[config.mk]
export PLATFORM = sky130hd
export DESIGN_NAME = runtime_misc_status_control_regs
export DESIGN_NICKNAME = d
export VERILOG_FILES = /design/src/misc_status_pkg.sv /design/src/runtime_misc_status_control_regs.sv
export SDC_FILE = /design/constraint.sdc
export NUM_CORES = 1
export LEC_CHECK = 0
export ABC_AREA = 1
export BUFFER_PORTS_ARGS = -buffer_cell sky130_fd_sc_hd__buf_2
export CAP_MARGIN = 5
export CORE_UTILIZATION = 43
export DETAILED_ROUTE_END_ITERATION = 8
export GPL_TIMING_DRIVEN = 0
export PLACE_DENSITY_LB_ADDON = 0.08
export SYNTH_ARGS = -nofsm -noshare
export SYNTH_HDL_FRONTEND = slang
export SYNTH_SLANG_ARGS = --single-unit
export TNS_END_PERCENT = 100
[constraint.sdc]
create_clock -name sys_clk -period 1.45 [get_ports sys_clk]
set_input_delay 0.29 -clock sys_clk [delete_from_list [all_inputs] [get_ports sys_clk]]
set_output_delay 0.29 -clock sys_clk [all_outputs]
set_load 0.05 [all_outputs]
[src/misc_status_pkg.sv]
// package: register map, reset values and types of the misc status bank
`default_nettype none
package misc_status_pkg;
	// register indices; byte address is four times the index
	localparam logic [5:0] IDX_SCAN_CODE = 6'h11;
	localparam logic [5:0] IDX_FAN1_LOW = 6'h12;
	localparam logic [5:0] IDX_FAN1_HIGH = 6'h13;
	localparam logic [5:0] IDX_FAN2_LOW = 6'h14;
	localparam logic [5:0] IDX_FAN2_HIGH = 6'h15;
	localparam logic [5:0] IDX_WAKE_CTRL = 6'h16;
	localparam logic [5:0] IDX_EDGE_STATUS = 6'h17;
	localparam logic [5:0] IDX_EDGE_MASK = 6'h20;
	localparam int ADDR_LSB = 2;

	// field positions of the wake output control register
	localparam int WAKE_INVERT_BIT = 1;
	localparam int WAKE_PG_SEL_BIT = 2;
	localparam int WAKE_LOCK_BIT = 3;
	localparam int WAKE_OD_BIT = 7;

	// reset values
	localparam logic [7:0] SCAN_CODE_RESET = 8'h00;
	localparam logic [7:0] WAKE_CTRL_RESET = 8'h84;
	localparam logic [1:0] EDGE_STATUS_RESET = 2'h0;
	localparam logic [1:0] EDGE_MASK_RESET = 2'h0;
	localparam int PG_DELAY_CYCLES_DEFAULT = 16;

	// bus answers
	localparam logic [1:0] RESP_OKAY = 2'h0;
	localparam logic [1:0] RESP_SLVERR = 2'h2;

	typedef struct packed {
		logic openDrain;
		logic powerGoodLock;
		logic powerGoodDelaySelect;
		logic invert;
	} wake_ctrl_t;

	typedef struct packed {
		logic [15:0] fanSpeed2;
		logic [15:0] fanSpeed1;
	} fan_readings_t;

	typedef enum logic [1:0] {
		WR_COLLECT,
		WR_RESPOND
	} wr_state_t;
endpackage
`default_nettype wire

[src/runtime_misc_status_control_regs.sv]
// runtime misc status/control register bank behind an AXI4-Lite slave
// Summary of operation
// - An 8-bit read/write scan code register, bit 0 the code LSB, resets to zero.
// - A read-only register returns bits 7..0 of fan speed input 1's reading.
// - A read-only register returns bits 15..8 of fan speed input 1's reading.
// - A read-only register returns bits 7..0 of fan speed input 2's reading.
// - A read-only register returns bits 15..8 of fan speed input 2's reading.
// - Wake control bit 1 set inverts the wake event output polarity.
// - Wake control bit 2 picks the delayed power good (1, default) or the undelayed synchronised one (0).
// - Writing one to bit 3 locks bits 2 and 3 until the next power-on reset.
// - Wake control bit 7 picks open-drain (1, default) or push-pull drive.
// - Edge status bits 1..0 clear only on a written one; a zero does nothing.
// - Either edge on edge interrupt pin 0 sets status bit 0.
// - Either edge on edge interrupt pin 1 sets status bit 1.
// - Status bits 7..2 always read as zero.
`default_nettype none
module runtime_misc_status_control_regs
	import misc_status_pkg::*;
#(
	parameter int PG_DELAY_CYCLES = PG_DELAY_CYCLES_DEFAULT
) (
	// clock and reset
	input wire logic sys_clk,
	input wire logic rstn,
	// axi4-lite write address
	input wire logic [7:0] s_axi_awaddr,
	input wire logic s_axi_awvalid,
	output logic s_axi_awready,
	// axi4-lite write data
	input wire logic [31:0] s_axi_wdata,
	input wire logic [3:0] s_axi_wstrb,
	input wire logic s_axi_wvalid,
	output logic s_axi_wready,
	// axi4-lite write response
	output logic [1:0] s_axi_bresp,
	output logic s_axi_bvalid,
	input wire logic s_axi_bready,
	// axi4-lite read address
	input wire logic [7:0] s_axi_araddr,
	input wire logic s_axi_arvalid,
	output logic s_axi_arready,
	// axi4-lite read data
	output logic [31:0] s_axi_rdata,
	output logic [1:0] s_axi_rresp,
	output logic s_axi_rvalid,
	input wire logic s_axi_rready,
	// fan measurements from the tachometer logic, same clock
	input wire fan_readings_t fanReadings,
	// wake event request from the wake logic, same clock, active high
	input wire logic wakeRequest,
	// wake event output pin, open-drain or push-pull
	output logic wakeEventOut,
	output logic wakeEventOe,
	// platform power good pin and the selected output
	input wire logic platformPowerGood,
	output logic powerGoodOut,
	// edge interrupt pins
	input wire logic edgeInterruptPin0,
	input wire logic edgeInterruptPin1,
	// interrupt
	output logic irq
);

	function automatic logic isMapped(input logic [5:0] idx);
		case (idx)
			IDX_SCAN_CODE, IDX_FAN1_LOW, IDX_FAN1_HIGH, IDX_FAN2_LOW,
			IDX_FAN2_HIGH, IDX_WAKE_CTRL, IDX_EDGE_STATUS,
			IDX_EDGE_MASK: isMapped = 1'b1;
			default: isMapped = 1'b0;
		endcase
	endfunction

	// register state
	logic [7:0] scanCode_q;
	wake_ctrl_t wakeCtrl_q;
	logic [1:0] edgeStatus_q;
	logic [1:0] edgeStatus_d;
	logic [1:0] edgeMask_q;

	// bus state
	wr_state_t wrState_q;
	logic awHeld_q;
	logic wHeld_q;
	logic [5:0] wrIdx_q;
	logic [31:0] wrData_q;
	logic wrLane0_q;
	logic wrCommit;

	// pin synchronisers and edge detection
	logic [1:0] edgeSync1_q;
	logic [1:0] edgeSync2_q;
	logic [1:0] edgePrev_q;
	logic [1:0] edgeSeen;
	logic pgSync1_q;
	logic pgSync2_q;
	logic pgDelayed_q;
	logic [$clog2(PG_DELAY_CYCLES+1)-1:0] pgCount_q;

	// wake pin and read address decode
	logic wakePinLevel;
	logic [5:0] rdIdx;

	// byte address to register index; the low two bits only pick a lane
	function automatic logic [5:0] wordIndex(input logic [7:0] addr);
		wordIndex = addr[ADDR_LSB+5:ADDR_LSB];
	endfunction

	// a committed write that carries byte lane 0 into register idx
	function automatic logic writesTo(input logic [5:0] idx);
		writesTo = wrCommit && wrLane0_q && (wrIdx_q == idx);
	endfunction

	// write channel: address and data taken in either order
	assign wrCommit = (wrState_q == WR_COLLECT) && awHeld_q && wHeld_q;
	assign rdIdx = wordIndex(s_axi_araddr);

	always_ff @(posedge sys_clk or negedge rstn) begin
		if (!rstn) begin
			awHeld_q <= 1'b0;
			wrIdx_q <= 6'h00;
		end else if (s_axi_awvalid && s_axi_awready) begin
			awHeld_q <= 1'b1;
			// held until the response so bresp sees the address as taken
			wrIdx_q <= wordIndex(s_axi_awaddr);
		end else if (s_axi_bvalid && s_axi_bready) begin
			awHeld_q <= 1'b0;
		end
	end

	always_ff @(posedge sys_clk or negedge rstn) begin
		if (!rstn) begin
			wHeld_q <= 1'b0;
			wrData_q <= 32'h0000_0000;
			wrLane0_q <= 1'b0;
		end else if (s_axi_wvalid && s_axi_wready) begin
			wHeld_q <= 1'b1;
			wrData_q <= s_axi_wdata;
			wrLane0_q <= s_axi_wstrb[0];
		end else if (s_axi_bvalid && s_axi_bready) begin
			wHeld_q <= 1'b0;
		end
	end

	always_ff @(posedge sys_clk or negedge rstn) begin
		if (!rstn) begin
			s_axi_awready <= 1'b1;
		end else if (s_axi_awvalid && s_axi_awready) begin
			s_axi_awready <= 1'b0;
		end else if (s_axi_bvalid && s_axi_bready) begin
			s_axi_awready <= 1'b1;
		end
	end

	always_ff @(posedge sys_clk or negedge rstn) begin
		if (!rstn) begin
			s_axi_wready <= 1'b1;
		end else if (s_axi_wvalid && s_axi_wready) begin
			s_axi_wready <= 1'b0;
		end else if (s_axi_bvalid && s_axi_bready) begin
			s_axi_wready <= 1'b1;
		end
	end

	always_ff @(posedge sys_clk or negedge rstn) begin
		if (!rstn) begin
			wrState_q <= WR_COLLECT;
			s_axi_bvalid <= 1'b0;
			s_axi_bresp <= RESP_OKAY;
		end else begin
			case (wrState_q)
				WR_COLLECT: begin
					if (wrCommit) begin
						wrState_q <= WR_RESPOND;
						s_axi_bvalid <= 1'b1;
						s_axi_bresp <= isMapped(wrIdx_q) ? RESP_OKAY : RESP_SLVERR;
					end
				end
				WR_RESPOND: begin
					if (s_axi_bready) begin
						wrState_q <= WR_COLLECT;
						s_axi_bvalid <= 1'b0;
					end
				end
				default: begin
					// no other encoding is reachable; fall back to idle
					wrState_q <= WR_COLLECT;
					s_axi_bvalid <= 1'b0;
				end
			endcase
		end
	end

	// scan code register; only byte lane 0 carries data
	always_ff @(posedge sys_clk or negedge rstn) begin
		if (!rstn) begin
			scanCode_q <= SCAN_CODE_RESET;
		end else if (writesTo(IDX_SCAN_CODE)) begin
			scanCode_q <= wrData_q[7:0];
		end
	end

	// wake control; lock is only released by reset
	always_ff @(posedge sys_clk or negedge rstn) begin
		if (!rstn) begin
			wakeCtrl_q.invert <= WAKE_CTRL_RESET[WAKE_INVERT_BIT];
			wakeCtrl_q.powerGoodDelaySelect <= WAKE_CTRL_RESET[WAKE_PG_SEL_BIT];
			wakeCtrl_q.powerGoodLock <= WAKE_CTRL_RESET[WAKE_LOCK_BIT];
			wakeCtrl_q.openDrain <= WAKE_CTRL_RESET[WAKE_OD_BIT];
		end else if (writesTo(IDX_WAKE_CTRL)) begin
			wakeCtrl_q.invert <= wrData_q[WAKE_INVERT_BIT];
			wakeCtrl_q.openDrain <= wrData_q[WAKE_OD_BIT];
			if (!wakeCtrl_q.powerGoodLock) begin
				wakeCtrl_q.powerGoodDelaySelect <= wrData_q[WAKE_PG_SEL_BIT];
				wakeCtrl_q.powerGoodLock <= wrData_q[WAKE_LOCK_BIT];
			end
		end
	end

	// edge interrupt mask
	always_ff @(posedge sys_clk or negedge rstn) begin
		if (!rstn) begin
			edgeMask_q <= EDGE_MASK_RESET;
		end else if (writesTo(IDX_EDGE_MASK)) begin
			edgeMask_q <= wrData_q[1:0];
		end
	end

	// edge pin synchronisers; first stage feeds only the second
	// pins idle low; one held high through reset reports an edge
	always_ff @(posedge sys_clk or negedge rstn) begin
		if (!rstn) begin
			edgeSync1_q <= 2'b00;
			edgeSync2_q <= 2'b00;
			edgePrev_q <= 2'b00;
		end else begin
			edgeSync1_q <= {edgeInterruptPin1, edgeInterruptPin0};
			edgeSync2_q <= edgeSync1_q;
			edgePrev_q <= edgeSync2_q;
		end
	end

	// any change between samples is an edge, rising or falling
	assign edgeSeen = edgeSync2_q ^ edgePrev_q;

	// edge status: write-one-to-clear, a new edge beats the clear
	always_comb begin
		edgeStatus_d = edgeStatus_q;
		if (writesTo(IDX_EDGE_STATUS)) begin
			edgeStatus_d = edgeStatus_q & ~wrData_q[1:0];
		end
		edgeStatus_d[0] = edgeStatus_d[0] | edgeSeen[0];
		edgeStatus_d[1] = edgeStatus_d[1] | edgeSeen[1];
	end

	always_ff @(posedge sys_clk or negedge rstn) begin
		if (!rstn) begin
			edgeStatus_q <= EDGE_STATUS_RESET;
		end else begin
			edgeStatus_q <= edgeStatus_d;
		end
	end

	always_ff @(posedge sys_clk or negedge rstn) begin
		if (!rstn) begin
			irq <= 1'b0;
		end else begin
			// next status, so irq rises together with the status bit
			irq <= |(edgeStatus_d & edgeMask_q);
		end
	end

	// read channel; one read in flight, answer the cycle after the address
	always_ff @(posedge sys_clk or negedge rstn) begin
		if (!rstn) begin
			s_axi_arready <= 1'b1;
			s_axi_rvalid <= 1'b0;
			s_axi_rdata <= 32'h0000_0000;
			s_axi_rresp <= RESP_OKAY;
		end else if (s_axi_arvalid && s_axi_arready) begin
			s_axi_arready <= 1'b0;
			s_axi_rvalid <= 1'b1;
			// fan words are read live; a carry between halves is not hidden
			s_axi_rdata <= readWord(rdIdx);
			if (isMapped(rdIdx)) begin
				s_axi_rresp <= RESP_OKAY;
			end else begin
				s_axi_rresp <= RESP_SLVERR;
			end
		end else if (s_axi_rvalid && s_axi_rready) begin
			s_axi_arready <= 1'b1;
			s_axi_rvalid <= 1'b0;
		end
	end

	// read mux; reserved bits and unmapped words read as zero
	function automatic logic [31:0] readWord(input logic [5:0] idx);
		readWord = 32'h0000_0000;
		case (idx)
			IDX_SCAN_CODE: readWord[7:0] = scanCode_q;
			IDX_FAN1_LOW: readWord[7:0] = fanReadings.fanSpeed1[7:0];
			IDX_FAN1_HIGH: readWord[7:0] = fanReadings.fanSpeed1[15:8];
			IDX_FAN2_LOW: readWord[7:0] = fanReadings.fanSpeed2[7:0];
			IDX_FAN2_HIGH: readWord[7:0] = fanReadings.fanSpeed2[15:8];
			IDX_WAKE_CTRL: begin
				// bits 0 and 6..4 are reserved and read as zero
				readWord[WAKE_INVERT_BIT] = wakeCtrl_q.invert;
				readWord[WAKE_PG_SEL_BIT] = wakeCtrl_q.powerGoodDelaySelect;
				readWord[WAKE_LOCK_BIT] = wakeCtrl_q.powerGoodLock;
				readWord[WAKE_OD_BIT] = wakeCtrl_q.openDrain;
			end
			IDX_EDGE_STATUS: readWord[1:0] = edgeStatus_q;
			IDX_EDGE_MASK: readWord[1:0] = edgeMask_q;
			default: readWord = 32'h0000_0000;
		endcase
	endfunction

	// wake pin: asserted level is low unless inverted
	assign wakePinLevel = wakeRequest ~^ wakeCtrl_q.invert;

	always_ff @(posedge sys_clk or negedge rstn) begin
		if (!rstn) begin
			wakeEventOut <= 1'b0;
			wakeEventOe <= 1'b0;
		end else if (wakeCtrl_q.openDrain) begin
			// open drain only ever pulls low; high comes from the pull-up
			wakeEventOut <= 1'b0;
			wakeEventOe <= ~wakePinLevel;
		end else begin
			wakeEventOut <= wakePinLevel;
			wakeEventOe <= 1'b1;
		end
	end

	// platform power good synchroniser
	always_ff @(posedge sys_clk or negedge rstn) begin
		if (!rstn) begin
			pgSync1_q <= 1'b0;
			pgSync2_q <= 1'b0;
		end else begin
			pgSync1_q <= platformPowerGood;
			pgSync2_q <= pgSync1_q;
		end
	end

	// delayed copy: rises after a steady high, falls at once
	// counter stops at the limit, so a long high never wraps
	always_ff @(posedge sys_clk or negedge rstn) begin
		if (!rstn) begin
			pgCount_q <= '0;
			pgDelayed_q <= 1'b0;
		end else if (!pgSync2_q) begin
			pgCount_q <= '0;
			pgDelayed_q <= 1'b0;
		end else if (pgCount_q == PG_DELAY_CYCLES[$bits(pgCount_q)-1:0]) begin
			pgDelayed_q <= 1'b1;
		end else begin
			pgCount_q <= pgCount_q + 1'b1;
		end
	end

	always_ff @(posedge sys_clk or negedge rstn) begin
		if (!rstn) begin
			powerGoodOut <= 1'b0;
		end else if (wakeCtrl_q.powerGoodDelaySelect) begin
			powerGoodOut <= pgDelayed_q;
		end else begin
			powerGoodOut <= pgSync2_q;
		end
	end

endmodule
`default_nettype wire

* After elaboration in Yosys (flattened, before gate mapping)
Index checks and enable logic that the tools add are counted.
** Word-level totals
- Register bits after elaboration :: 70
- Input port bits :: 95
- Output and inout bits :: 45
- Word-level logic and storage cells :: 123
** Cells by class
- Add/subtract/negate cells :: 1
- Equality and inequality tests :: 22
- Multiplexer cells :: 37
- Bitwise operators :: 9
- Reductions and logical operators :: 22
** Operators by type and width (number)
- == test 6 x 5 -> 1 bit, second input constant :: 14
- two-way mux 1 bit :: 22
- OR reduction 8 bit :: 2
- case mux 3 bit (5 select lines) :: 1
- == test 6 bit, second input constant :: 2
- logical AND 1 bit :: 12
- two-way mux 2 bit :: 6
- case mux 2 bit (6 select lines) :: 1
- two-way mux 5 bit :: 2
- case mux 1 bit (8 select lines) :: 1
- case mux 1 bit (7 select lines) :: 1
- inequality test 2 bit, second input constant :: 3
- case mux 1 bit (6 select lines) :: 1
- AND reduction 2 bit :: 3
- nonzero test 2 bit :: 3
- adder 5 x 1 -> 5 bit, second input constant :: 1
- == test 5 bit, second input constant :: 1
- AND 2 bit :: 2
- case mux 2 bit (2 select lines) :: 1
- == test 2 x 1 -> 1 bit, second input constant :: 1
- zero test 2 bit :: 1
- inequality test 2 x 1 -> 1 bit, second input constant :: 1
- NOT 1 bit :: 2
- NOT 2 bit :: 1
- other kinds (5) :: 6

* Depth between registers and ports, before layout
- Word-level depth :: 9
- Gate-level depth with buffers :: 9
- Gate-level depth less buffers :: 9

* Worst setup path before layout
No wires, ideal clock.
- Path type :: reg-to-reg
- Start :: register s_axi_arready
- End :: register s_axi_rdata[3]
- Library setup time :: 0.122 ns
- Arrival time :: 1.374 ns
- Required time :: 1.328 ns
- Slack :: -0.046 ns
- Stages on the path, launching flop included :: 7
- Path buffers :: 1
- Clock period less this slack :: 1.496 ns
- Cell sequence :: dfstp_2 > nand2_1 > inv_1 > buf_2 > nand2_1 > nor2_1 > a21oi_1
** On the way
- Word-level cells in the longest chain between the ends :: 1
** RTL lines
- start: declaration :: line runtime_misc_status_control_regs.sv:41 : output logic s_axi_arready,
- start signal: assignment :: line runtime_misc_status_control_regs.sv:275 : s_axi_arready <= 1'b1;
- start signal: assignment :: line runtime_misc_status_control_regs.sv:280 : s_axi_arready <= 1'b0;
- start signal: assignment :: line runtime_misc_status_control_regs.sv:290 : s_axi_arready <= 1'b1;
- logical AND 1 bit :: line runtime_misc_status_control_regs.sv:279 : end else if (s_axi_arvalid && s_axi_arready) begin
- end signal: assignment :: line runtime_misc_status_control_regs.sv:283 : s_axi_rdata <= readWord(rdIdx);
- end: declaration :: line runtime_misc_status_control_regs.sv:43 : output logic [31:0] s_axi_rdata,
Every way passes these cells.
A chain may end at the register's enable or synchronous reset.

* Worst setup path in the final report
- Start :: register s_axi_awready
- End :: output port s_axi_awready
** RTL lines
- start: declaration :: line runtime_misc_status_control_regs.sv:28 : output logic s_axi_awready,
- start signal: assignment :: line runtime_misc_status_control_regs.sv:146 : s_axi_awready <= 1'b1;
- start signal: assignment :: line runtime_misc_status_control_regs.sv:148 : s_axi_awready <= 1'b0;
- start signal: assignment :: line runtime_misc_status_control_regs.sv:150 : s_axi_awready <= 1'b1;
No word-level cell between the ends.

==> results_dict.tcl <==
set metrics [dict create \
    status "complete, no violations" \
    setup_viol 0 \
    worst_slack_ps 30.0 \
    routed_wirelength_um 6830 \
    tightestPinTransition_ps 814 \
    arrival_ps 1130 \
    worstSetupStartpointType "flop" \
    leakage_nw 2.26 \
    nFillCells 707 \
    relSlewSlack_pct 45.8 \
    post-route-cell-area_mm2 0.00416 \
    cts_tree "built" \
    hold_path.class "primary input to async pin" \
    p_seq_share_pct 40.0 \
    gr-usage-met3_pct 3.23 \
    clk_pin_slew_ps 80 \
    cts.sinks 66 \
    ys_ff_latch 66 \
    die_x_um 89.5 \
    nets 613 \
    slew_violations 0 \
    grt_antenna_before_repair 0 \
    endpoint_kind "output pin" \
    pre_cts_ws_ps 2.24 \
    place_area_mm2 0.00393 \
    area_growth_pct 26.4 \
    hold_buffers 0 \
    io_pins 140 \
    power.switching_mw 2.91 \
    portBuffers 82 \
    synth.distinct_cells 33 \
    grt_util_met1_pct 24.0 \
    vdd_drop_max_v 0.000972 \
    netlist_area_mm2 0.00329 \
    syn-instance-count 397 \
    worst-path-buf-inv 1 \
    dp_hpwl_um 5250 \
    dieArea_mm2 0.00801 \
    place.gp.congestion 0.800 \
    cts_max_path_buffers 2 \
    slowest_delay_ps 540 \
    grt_use_total_pct 17.7 \
    layout_commonest_cell "nand2_1" \
    initial_core_util_pct 44.9 \
    grt_max_degree 67 \
    grt-ovfl-total 0 \
    p_comb_share_pct 37.4 \
    drtIter0Drc 81 \
    ys.flop_type "dfrtp_1" \
    viasPerCell 4.47 \
    p_int_mw 3.97 \
    ys.warnings.count 0 \
    syn-mean-instance-area_um2 8.29 \
    required_ps 1160 \
    num_antenna_cells 0 \
    rsz0062_at_grt "false" \
    grt_busiest_layer "met2" \
    p_sw_share_pct 42.3 \
    grt_pass1_wl_um 10700 \
    clkLatencyLatePin_ps 330 \
    holdWs_ps 38.5 \
    drive_gt1_share_pct 32.1 \
    postSynth.asyncResetShare_pct 100 \
    ant_nets 0 \
    dr.pass1.iters 4 \
    max_freq_mhz 704 \
    die_h_um 89.5 \
    total_power_mw 6.88 \
    path_class "flop to output pin" \
    vias 2774 \
    grt_pass1_vias 2407 \
    ys_seq_area_share_pct 50.4 \
    max-cap-violations 0 \
    slowest_stage "dfstp_2" \
    crit_fanout 3 \
    rows 31 \
    cts_root_buf "clkbuf_8" \
    crit_start "s_axi_awready" \
    core_area_mm2 0.00733 \
    r2r_start "wrIdx_q[3]" \
    power_density_mw_per_mm2 1650 \
    drc 0 \
    ctsHtreeMaxLevel 3 \
    final_util_pct 56.8 \
    critPathTopFamily "flip-flops" \
    min_period_ps 1420 \
    cts_buffers 9 \
    finalClockSkew_ps 7.43 \
    synth_edf_count 0 \
    final_cell_mix "nand2_1, buf_2, dfrtp_1, nor2_1, inv_1" \
    crit_path_cell_trace "buf_2" \
    wl_per_cell_um 11.0 \
    power_frac_clock_pct 22.6 \
    min_period_over_period_pct 97.9 \
    grtUsageMet2_pct 28.3 \
    hold_viol_final 0 \
]
==> flip-flops by register name (all words and copies together) (netlist names), 2 cells and up <==
signal	cells
edgeMask_q	2
edgePrev_q	2
edgeStatus_q	2
edgeSync1_q	2
edgeSync2_q	2
pgCount_q	5
s_axi_rdata	8
scanCode_q	8
wakeCtrl_q	4
wrData_q	8
wrIdx_q	6
==> synthesized netlist by cell type (2+ instances only) <==
cell,number,area share (%)
dfrtp_1,61,46
nand2_4,2,0.68
buf_4,26,5.9
inv_1,35,4.0
xnor2_1,3,0.80
mux2_2,2,0.68
a21oi_1,19,2.9
nand4_1,6,1.1
ha_1,2,0.76
nor3_1,2,0.30
xor2_1,3,0.80
nor2_2,5,0.95
nand3_1,23,3.5
dfstp_2,5,4.0
a21oi_2,2,0.53
nor2_1,51,5.8
nor2_4,6,2.1
inv_2,5,0.57
nand2_1,100,11
clkbuf_1,3,0.34
o21ai_0,24,3.7
==> layer usage <==
| layer | vias to the layer above | routed length (µm) |
|---|---|---|
| met5 | - | 0 |
| met4 | 0 | 72 |
| met3 | 8 | 416 |
| met2 | 105 | 3040 |
| met1 | 1217 | 3300 |
| li1 | 1444 | - |
==> power by group through the flow <==
stage / Combinational (mW) / Clock, mW / Sequential, mW
final: 2.57 / 1.56 / 2.75
after global routing: 2.84 / 1.66 / 2.83
after detailed placement: 2.52 / 0 / 2.78
after CTS: 2.52 / 1.61 / 2.74
after floorplan: 1.14 / 0 / 3.51
after global placement: 2.48 / 0 / 2.76
==> per-stage QoR <==
step	cells	TNS (ps)
floorplan	422	0
global placement	603	-10610
detailed placement	603	0
CTS	619	0
global route	620	0
finish	620	0
==> cell families (layout without fill, tap and decap cells) <==
logic type | Yosys count | after routing | synth area share (%)
DFF | 66 | 66 | 50.4
buffers and inverters | 72 | 171 | 11.5
AOI/OAI and AO/OA | 47 | 47 | 7.41
and+or+nand+nor | 201 | 201 | 27.5
muxes | 2 | 2 | 0.684
xor gates and xnor gates | 6 | 6 | 1.60
adders and majority gates | 2 | 2 | 0.760
other | 1 | 26 | 0.114
==> layout make-up <==
class                   instances  area (µm²)  share of cell area (%)
multi-input cells             284        1370                    33.0
repair buffers                 83         423                    10.2
inverters                      41         156                    3.76
plain buffers                  31         225                    5.41
flip-flops and latches         66        1660                    39.9
clock inverters                 7        76.3                    1.83
clock buffers                   9         124                    2.98
well taps                      99         124                    2.98
==> what timing repair did <==
action,in CTS,in global routing
setup endpoints to repair,0,14
resized for setup,0,10
buffers inserted,0,1
==> path summary, 6_finish.rpt <==
| path | endpoint | slack (ps) | depth (start not counted) |
|---|---|---|---|
| setup / recovery | s_axi_awready | 30 | 1 |
| hold / removal | pgCount_q[3] | 40 | 1 |
| setup reg to reg | scanCode_q[6] | 130 | 7 |
| hold reg to reg | edgeSync2_q[0] | 350 | 0 |
| max in group asynchronous | s_axi_bvalid | 830 | 1 |
| min in group sys_clk | pgSync1_q | 60 | 1 |
No activity file was read; power rests on OpenSTA's default activity.
